## config.mk

```make
export PLATFORM = sky130hd
export DESIGN_NAME = rco_top
export DESIGN_NICKNAME = d
export VERILOG_FILES = /design/src/logic/rco_pkg.sv /design/src/logic/rco_top.sv
export SDC_FILE = /design/constraint.sdc
export NUM_CORES = 1
export LEC_CHECK = 0
export BUFFER_PORTS_ARGS = -buffer_cell sky130_fd_sc_hd__buf_2
export CAP_MARGIN = 10
export CORE_ASPECT_RATIO = 1.75
export CORE_MARGIN = 2
export CORE_UTILIZATION = 55
export CTS_BUF_LIST = sky130_fd_sc_hd__clkbuf_16
export CTS_CLUSTER_DIAMETER = 50
export DETAILED_ROUTE_END_ITERATION = 12
export PLACE_DENSITY = 0.76
export SETUP_SLACK_MARGIN = 0.15
export SLEW_MARGIN = 10
export SYNTH_ARGS = -nofsm -noshare
export SYNTH_HDL_FRONTEND = slang
export SYNTH_SLANG_ARGS = --single-unit
```

## constraint.sdc

```tcl
create_clock -name CLK -period 5.36 [get_ports CLK]
set_input_delay 0.268 -clock CLK [delete_from_list [all_inputs] [get_ports CLK]]
set_output_delay 0.268 -clock CLK [all_outputs]
set_load 0.03 [all_outputs]
```

## src/logic/rco_pkg.sv

```systemverilog
// constants, types and helpers for the reference clock output block
//------------------------------------------------------------
// Behaviour
// source code 0..4 picks system, high, low, mid, secondary oscillator
// after enable the output starts on a source rising edge, no runt
// clearing enable forces the output low at once
// selected source divided by 1, 2, 4 ... 128
// divider and duty writes take effect while running
// software should change the divider only while disabled; here divider writes are accepted and act while running
// software should change the duty only while disabled; here duty writes are accepted and act while running
// divided output high for 0, 25, 50 or 75 percent of period
// undivided output is 50 percent for nonzero duty, low for zero
// duty field resets to binary 10
// keeps running in sleep unless the system oscillator is selected
// output drives the pin and an internal peripheral signal
// divider code n divides by two to the power n
// duty field sits in control bits 4:3
// control bit 7 is the enable, reset to zero
// while disabled output low and counters held at start
// source select changes act on the next source edge; here a level mismatch after the switch counts as an edge at once
//------------------------------------------------------------
package rco_pkg;

	localparam logic [11:0] CTRL_OFFSET = 12'hF3E;
	localparam logic [11:0] SRC_OFFSET = 12'hF3F;

	localparam int EN_BIT = 7;
	localparam int DUTY_HI = 4;
	localparam int DUTY_LO = 3;
	localparam int DIV_HI = 2;
	localparam int DIV_LO = 0;
	localparam int SRC_HI = 2;

	localparam logic CTRL_EN_RESET = 1'b0;
	localparam logic [1:0] CTRL_DUTY_RESET = 2'h2;
	localparam logic [2:0] CTRL_DIV_RESET = 3'h0;
	localparam logic [2:0] SRC_RESET = 3'h0;

	localparam logic [2:0] SRC_SYS = 3'h0;
	localparam logic [2:0] SRC_HFI = 3'h1;
	localparam logic [2:0] SRC_LFI = 3'h2;
	localparam logic [2:0] SRC_MFI = 3'h3;
	localparam logic [2:0] SRC_SEC = 3'h4;

	typedef struct packed {
		logic en;
		logic [1:0] duty;
		logic [2:0] div;
	} rco_ctrl_t;

	typedef enum {
		RCO_IDLE,
		RCO_ARM,
		RCO_RUN
	} rco_state_t;

	// last half-cycle index of one output period
	function automatic logic [7:0] rco_half_mask(input logic [2:0] div);
		logic [8:0] t;
		t = 9'h002 << div;
		t = t - 9'h001;
		return t[7:0];
	endfunction

	// number of source half-cycles the output stays high
	function automatic logic [8:0] rco_high_halves(input logic [1:0] duty,
		input logic [2:0] div);
		logic [8:0] t;
		t = {7'h00, duty} << div;
		if (div == 3'h0) begin
			t = (duty != 2'h0) ? 9'h001 : 9'h000;
		end else begin
			t = t >> 1;
		end
		return t;
	endfunction

endpackage

```

## src/logic/rco_top.sv

```systemverilog
// reference clock output generator with its register port
module rco_top
	import rco_pkg::*;
(
	input wire logic CLK,
	input wire logic RESETN,
	input wire logic [11:0] ADDR,
	input wire logic [7:0] WDATA,
	input wire logic WR,
	input wire logic RD,
	output logic [7:0] RDATA,
	input wire logic SLEEP,
	input wire logic SYS_OSC,
	input wire logic HIGH_FREQ_INTERNAL_OSC,
	input wire logic LOW_FREQ_INTERNAL_OSC,
	input wire logic MID_FREQ_INTERNAL_OSC,
	input wire logic SECONDARY_OSC,
	output logic REF_CLK_OUT,
	output logic REF_CLK_INT
);

	//------------------------------------------------------------
	// register port
	//------------------------------------------------------------
	rco_ctrl_t ctrl;
	rco_ctrl_t next_ctrl;
	logic [2:0] src_code;
	logic [7:0] next_rdata;
	wire wr_ctrl = WR && (ADDR == CTRL_OFFSET);
	wire wr_src = WR && (ADDR == SRC_OFFSET);
	wire rd_ctrl = RD && (ADDR == CTRL_OFFSET);
	wire rd_src = RD && (ADDR == SRC_OFFSET);
	wire [7:0] ctrl_byte = {ctrl.en, 2'h0, ctrl.duty, ctrl.div};

	// live field writes accepted
	assign next_ctrl = wr_ctrl ?
		'{en: WDATA[EN_BIT], duty: WDATA[DUTY_HI:DUTY_LO],
		div: WDATA[DIV_HI:DIV_LO]} : ctrl;
	// unmapped addresses read as zero
	assign next_rdata = rd_ctrl ? ctrl_byte :
		rd_src ? {5'h00, src_code} : 8'h00;

	// reset values of control and select
	always_ff @(posedge CLK or negedge RESETN) begin
		if (!RESETN) begin
			ctrl <= '{en: CTRL_EN_RESET, duty: CTRL_DUTY_RESET,
				div: CTRL_DIV_RESET};
			src_code <= SRC_RESET;
			RDATA <= 8'h00;
		end else begin
			ctrl <= next_ctrl;
			if (wr_src) begin
				src_code <= WDATA[SRC_HI:0];
			end
			RDATA <= next_rdata;
		end
	end

	//------------------------------------------------------------
	// source selection and edge detection
	//------------------------------------------------------------
	logic src_prev;
	// reserved codes select a quiet low source
	wire src_sel = (src_code == SRC_SYS) ? SYS_OSC :
		(src_code == SRC_HFI) ? HIGH_FREQ_INTERNAL_OSC :
		(src_code == SRC_LFI) ? LOW_FREQ_INTERNAL_OSC :
		(src_code == SRC_MFI) ? MID_FREQ_INTERNAL_OSC :
		(src_code == SRC_SEC) ? SECONDARY_OSC : 1'b0;
	// system oscillator stops in sleep, so nothing advances
	wire freeze = SLEEP && (src_code == SRC_SYS);
	// a select change shows as an edge here at once if the new source level differs from the old
	wire src_edge = (src_sel != src_prev) && !freeze;
	wire src_rise = src_edge && src_sel;

	//------------------------------------------------------------
	// enable sequencing and divider
	//------------------------------------------------------------
	rco_state_t state;
	rco_state_t next_state;
	logic [7:0] hc;
	logic [7:0] next_hc;
	logic next_out;
	wire [7:0] mask = rco_half_mask(ctrl.div);
	// high time and period follow the live fields
	wire [8:0] thr = rco_high_halves(next_ctrl.duty, next_ctrl.div);
	wire [7:0] hc_step = (hc + 8'h01) & rco_half_mask(next_ctrl.div);
	// a live divider cut must not leave the count beyond the new period
	wire [7:0] hc_held = hc & rco_half_mask(next_ctrl.div);

	always_comb begin
		next_state = state;
		next_hc = hc;
		next_out = REF_CLK_OUT;
		case (state)
			RCO_IDLE: begin
				next_hc = 8'h00;
				next_out = 1'b0;
				if (next_ctrl.en) begin
					next_state = RCO_ARM;
				end
			end
			RCO_ARM: begin
				next_hc = 8'h00;
				next_out = 1'b0;
				// wait for a rising source edge before the first pulse
				if (src_rise) begin
					next_state = RCO_RUN;
					next_out = (thr != 9'h000);
				end
			end
			RCO_RUN: begin
				// divide and shape by counting source half-cycles
				next_hc = src_edge ? hc_step : hc_held;
				next_out = ({1'b0, next_hc} < thr);
			end
			default: begin
				next_state = RCO_IDLE;
				next_hc = 8'h00;
				next_out = 1'b0;
			end
		endcase
		// disable stops the output at once and resets the counters
		if (!next_ctrl.en) begin
			next_state = RCO_IDLE;
			next_hc = 8'h00;
			next_out = 1'b0;
		end
	end

	always_ff @(posedge CLK or negedge RESETN) begin
		if (!RESETN) begin
			state <= RCO_IDLE;
			hc <= 8'h00;
			src_prev <= 1'b0;
			REF_CLK_OUT <= 1'b0;
			REF_CLK_INT <= 1'b0;
		end else begin
			state <= next_state;
			hc <= next_hc;
			src_prev <= freeze ? src_prev : src_sel;
			REF_CLK_OUT <= next_out;
			// same waveform for the on-chip consumers
			REF_CLK_INT <= next_out;
		end
	end
endmodule

```

## Word level (Yosys, flattened, before mapping)

Cells that the tools add are included.

- Multiply operators: 0
- Reductions and logical operators: 14
- $add $sub $neg: 2
- Mux-type cells: 19
- Eq/ne operators: 11
- Bitwise logic cells: 2
- Shifts and indexed selects: 2
- $lt $le $gt $ge: 1
- Div/mod/pow operators: 0

Operators by type and width:

| operator | count |
|---|---|
| $pmux 32 s3 | 1 |
| $mux 32 | 2 |
| $mux 8 | 5 |
| $eq 32x1->1 const B | 1 |
| $eq 32x2->1 const B | 1 |
| $logic_not 32->1 | 1 |
| $eq 12x12->1 const B | 2 |
| $and 8x8->8 | 2 |
| $lt 8x9->1 | 1 |
| $reduce_bool 9->1 | 1 |
| $shl 2x3->9 | 1 |
| $add 8x1->8 const B | 1 |
| $mux 1 | 8 |
| $shl 2x3->8 const A | 1 |
| $sub 8x1->8 const B | 1 |
| $logic_and 1x1->1 | 7 |
| $eq 3x2->1 const B | 2 |
| $logic_not 3->1 | 2 |
| $mux 6 | 1 |
| $eq 3x1->1 const B | 1 |
| $eq 3x3->1 const B | 1 |
| $mux 3 | 1 |
| $ne 3x3->1 const B | 1 |
| $ne 2x2->1 const B | 1 |
| 5 further kinds | 5 |

- Latch bits: 0
- Word-level logic and storage cells: 60
- Bits in writable memories: 0
- Memories: 0
- Output and inout bits: 10
- Bits in read-only memories: 0
- Register bits: 59

## Depth between registers and ports, before layout

- Word-level depth: 12
- Depth in mapped cells: 17

## Least setup slack after synthesis

OpenSTA, ideal clock, no wires.

- Kind: input port to flip-flop
- Start: input ADDR[6]
- End: register REF_CLK_INT
- Library setup time: 122 ps
- Stages on the path: 15
- Path buffers: 1
- Arrival: 3108 ps
- Setup slack: 2130 ps
- Path through: nand4bb_1 > nor4_2 > buf_6 > mux2i_1 > nand2_1 > ha_1 > xor2_1 > a21oi_1 > ha_1 > nand2_1 > o21ai_0 > a41o_1 > a41oi_1 > a41o_1 > a32o_1

- Cells in the longest elaborated chain, start to end: 10

Ends and longest elaborated chain:

| element | line | source |
|---|---|---|
| from (decl) | rco_top.sv:7 | `input wire logic [11:0] ADDR,` |
| $eq 12x12->1 * | rco_top.sv:29 | `wire wr_ctrl = WR && (ADDR == CTRL_OFFSET);` |
| $logic_and 1x1->1 * | rco_top.sv:29 |  |
| $mux 6 * | rco_top.sv:36 | `assign next_ctrl = wr_ctrl ?` |
| $shl 2x3->8 or $reduce_bool 2->1 (tied branches) | rco_pkg.sv:60, rco_pkg.sv:71 |  |
| $sub 8x1->8 or $mux 1 (tied branches) | rco_pkg.sv:61, rco_pkg.sv:71 |  |
| $and 8x8->8 (tied with other cells) | rco_top.sv:88 | `wire [7:0] hc_held = hc & rco_half_mask(next_ctrl.div);` |
| $mux 8 or $reduce_bool 9->1 (tied branches) | rco_top.sv:113, rco_top.sv:108 |  |
| $lt 8x9->1 or $mux 1 (tied branches) | rco_top.sv:114, rco_top.sv:106 |  |
| $pmux 1 s2 | rco_top.sv:94 | `case (state)` |
| $mux 1 * | rco_top.sv:123 | `if (!next_ctrl.en) begin` |
| named net next_out | rco_top.sv:82 | `logic next_out;` |
| to (signal assigned) | rco_top.sv:143 | `REF_CLK_INT <= next_out;` |
| to (decl) | rco_top.sv:19 | `output logic REF_CLK_INT` |

Mark *: on every way through the listed nets, which the timed path passes. The rest lies on a longest branch.
A chain may end at the register's enable or synchronous reset.

## Final worst setup path

Same ends and word-level chain as after synthesis.

==> summary.txt <==
adder-cell share of the synthesized area: 8.10%
H-tree Lvls: 1
#FFs+latches synth: 27
WL final: 4170 microns
Peak VDD IR: 0.000137 V
pre-CTS setup slack: 1.21 ns
Starting Density: 56.5%
CTS sink count: 27
Final setup viols: 0
Rel. slew slack: 55.0%
via count: 1,712
Synth Warn #: 0
top post-synthesis cells by area: dfrtp_1 (32%), ha_1 (8.1%), mux2i_1 (6.5%), mux2_2 (3.9%), nand2_1 (3.7%)
area leader, netlist: dfrtp_1
Worst-path clk slew: 0.06 ns
Crit Path Max Fanout: 11
largest family of logic cells by synthesized area: simple AND/OR/NAND/NOR gates
number of CTS-inserted buffers: 3
post-layout min period: 3.91 ns
Highest Clock Rate: 0.256 GHz
Synth Flop Type: dfrtp_1
initial antenna violation count: 0
Root Driver: clkbuf_16
number of global-route vias before repair: 1,640
grt ovf: 0
Total GRT Usage: 21.6%
average size of a mapped cell: 9.43 sq um
Antenna Violating Nets Remaining: 0
drt pass-1 iters: 4
global-route wire length before repair: 7060 microns
final net count: 290
Iter 0 DRT Violations: 35
Max Buffers Root-to-Sink: 2
min setup slack post-route: 1.45 ns
fin. max-slew vios: 0
Leak: 0.00105 uW
Skew-Pair Late Insertion Delay: 0.26 ns
post_cts resized: 0
status: finished, final reports clean
routability cong.: 0.935
RSZ-0062 raised after global routing: no
final hold vios: 0
post-synthesis sequential area ratio: 33.7%
IO buf count: 35
CTS tree: done
Syn Inst Count: 213
Yosys top cell area share: 32.4%
compound-gate portion of the synthesized area: 13.6%
Wirelength per Cell: 14.3 microns
Pwr Density: 180 nW/um^2
final clock skew: 0.00221 ns
Worst Tran Pin Value: 0.666 ns
xor/xnor share of the synthesized area: 3.05%
crit-path max cell delay: 0.65 ns
Synth Area in Simple Gates: 24.8%
Setup Crit Path Kind: input pin to flip-flop
setup TNS: 0 ns
Die H: 83.9 microns
Post-CTS Setup Repair Bufs: 0
Antenna Cells: 0
CP max stage cell: nor4_4
Fillers: 320
placed wire-length estimate: 3330 microns
Rows: 29
Worst EP arrival: 4.05 ns
multiplexer share of the synthesized area: 11.9%
Synth async-reset ratio: 100%
Die ar.: 4170 sq um
Area growth syn-to-layout: 13.6%
largest net degree at the start of global routing: 28
Post-CTS Hold Fix Bufs: 0
fin crit share: 72.9%
CP required: 5.51 ns
Die W: 49.7 microns
Hold Path Class: input pin to asynchronous set/reset pin
layout cell share with drive strength beyond 1: 23.6%
worst-path cell chain: buf_2 > nand4bb_1 > nor4_4 > buf_4 > mux2_2 > nand2_1 > ha_1 > xor2_1 > a21oi_1 > ha_1 > nand2_1 > o21ai_0 > a41o_1 > a41oi_1 > a41o_1 > a32o_1
Synth Cell Area: 2010 sq um
CORE AREA: 3560 sq um
final routed DRC violation total: 0
Ports: 40
Max-Cap Viols: 0
Via-to-Cell Ratio: 5.86
Distinct cells, synth: 50
Post-synth EDFFs: 0
Critical Path Sink Type: flip-flop
Worst setup SP type: input pin
state kept, by name, indices dropped and copies added, names as in the netlist:
signal,cells
state,2
hc,8
REF_CLK_INT,1
ctrl,6
src_code,3
RDATA,6
src_prev,1
routing by layer:
layer | global-route usage [%] | share of wire [%] | wire length, microns | vias up
met5 | 0 | 0 | 0 | -
met4 | 12.1 | 2.5 | 106 | 0
met3 | 2.33 | 4.4 | 184 | 9
met2 | 39.4 | 54 | 2240 | 47
met1 | 23.3 | 39 | 1650 | 810
li1 | - | - | - | 846
through the flow:
| step | total power (uW) | util, % | cells | cell area, sq um | hold WS [ns] |
|---|---|---|---|---|---|
| after floorplan | 232 | - | 214 | 2010 | -0.0276 |
| after global placement | 249 | 61.9 | 288 | 2200 | 0.307 |
| after detailed placement | 250 | 61.9 | 288 | 2200 | 0.311 |
| after CTS | 416 | 64.1 | 292 | 2280 | 0.0317 |
| after global routing | 431 | 64.1 | 292 | 2280 | 0.0545 |
| final | 412 | 64.1 | 292 | 2280 | 0.0118 |
layout by cell type (no fill, tap or decap), types with 2 or more instances in the layout:
| master | synthesis | routed |
|---|---|---|
| mux2_2 | 7 | 7 |
| nand2_1 | 20 | 20 |
| o211ai_1 | 3 | 3 |
| nand3_1 | 9 | 9 |
| clkbuf_16 | 0 | 3 |
| a41o_1 | 3 | 3 |
| nor3_1 | 11 | 11 |
| a22oi_1 | 2 | 2 |
| o21ai_0 | 7 | 7 |
| nor4_1 | 3 | 3 |
| buf_2 | 3 | 35 |
| a21oi_1 | 8 | 8 |
| buf_4 | 4 | 2 |
| nand2b_1 | 3 | 3 |
| inv_1 | 7 | 7 |
| xnor2_1 | 2 | 2 |
| and3_1 | 4 | 4 |
| conb_1 | 1 | 2 |
| mux2i_1 | 13 | 13 |
| mux2_4 | 2 | 2 |
| nor2_1 | 19 | 19 |
| nand4_1 | 4 | 4 |
| ha_1 | 13 | 13 |
| nor4b_1 | 2 | 2 |
| and2_1 | 5 | 5 |
| dfrtp_1 | 26 | 26 |
| xor2_1 | 5 | 5 |
| o31ai_1 | 3 | 3 |
worst paths after layout:
kind	cells past startpoint	to	from	slack [ns]
worst max register to register	12	REF_CLK_INT$_DFF_PN0_	src_code[1]$_DFFE_PN0P_	1.92
min in group CLK	3	RDATA[1]$_DFF_PN0_	RD	0.31
worst min-delay path	1	state[0]$_DFFE_PN0P_	RESETN	0.01
max in group asynchronous	1	hc[5]$_DFF_PN0_	RESETN	4.95
worst min register to register	1	RDATA[7]$_DFF_PN0_	ctrl[5]$_DFF_PN0_	0.48
worst max-delay path	16	REF_CLK_INT$_DFF_PN0_	ADDR[6]	1.45
logic make-up after synthesis:
family | count (synthesis)
other | 1
XOR/XNOR | 7
AO/OA/AOI/OAI | 35
AND/OR/NAND/NOR | 92
multiplexers | 22
flip-flops | 27
buffers and inverters | 16
adder cells (fa/ha/maj) | 13
Yosys cell counts, types with 2 or more instances:
master	instances
and2_1	5
dfrtp_1	26
and3_1	4
nor3_1	11
a22oi_1	2
nand3_1	9
mux2_2	7
buf_2	3
mux2_4	2
mux2i_1	13
o21ai_0	7
o211ai_1	3
buf_6	2
o31ai_1	3
nand2b_1	3
a41o_1	3
nor4b_1	2
nand2_1	20
xnor2_1	2
inv_1	7
nor4_1	3
xor2_1	5
buf_4	4
nor2_1	19
nand4_1	4
a21oi_1	8
ha_1	13
report_power, final:
group | internal [uW] | total [uW] | switching, uW
Combinational | 15.3 | 38.8 | 23.5
Sequential | 205 | 207 | 2.43
Clock | 101 | 166 | 65.0
critical path: cells and delay by family:
kind	cells	cell delay, ns
fa+ha+maj	2	0.53
xor+xnor	1	0.25
simple gates	4	1.09
compound gates	6	1.12
buf+inv	2	0.39
mux	1	0.39
layout make-up:
cell class / count / area [sq um] / share of cell area (%)
clock buffer: 3 / 75.1 / 3.29
clock inverter: 1 / 5.00 / 0.219
inverter: 7 / 26.3 / 1.15
multi-input combinational: 171 / 1250 / 54.8
sequential: 27 / 677 / 29.7
tap: 46 / 57.6 / 2.52
timing repair buffer: 37 / 190 / 8.34
Power figures use the tool's default switching activity.
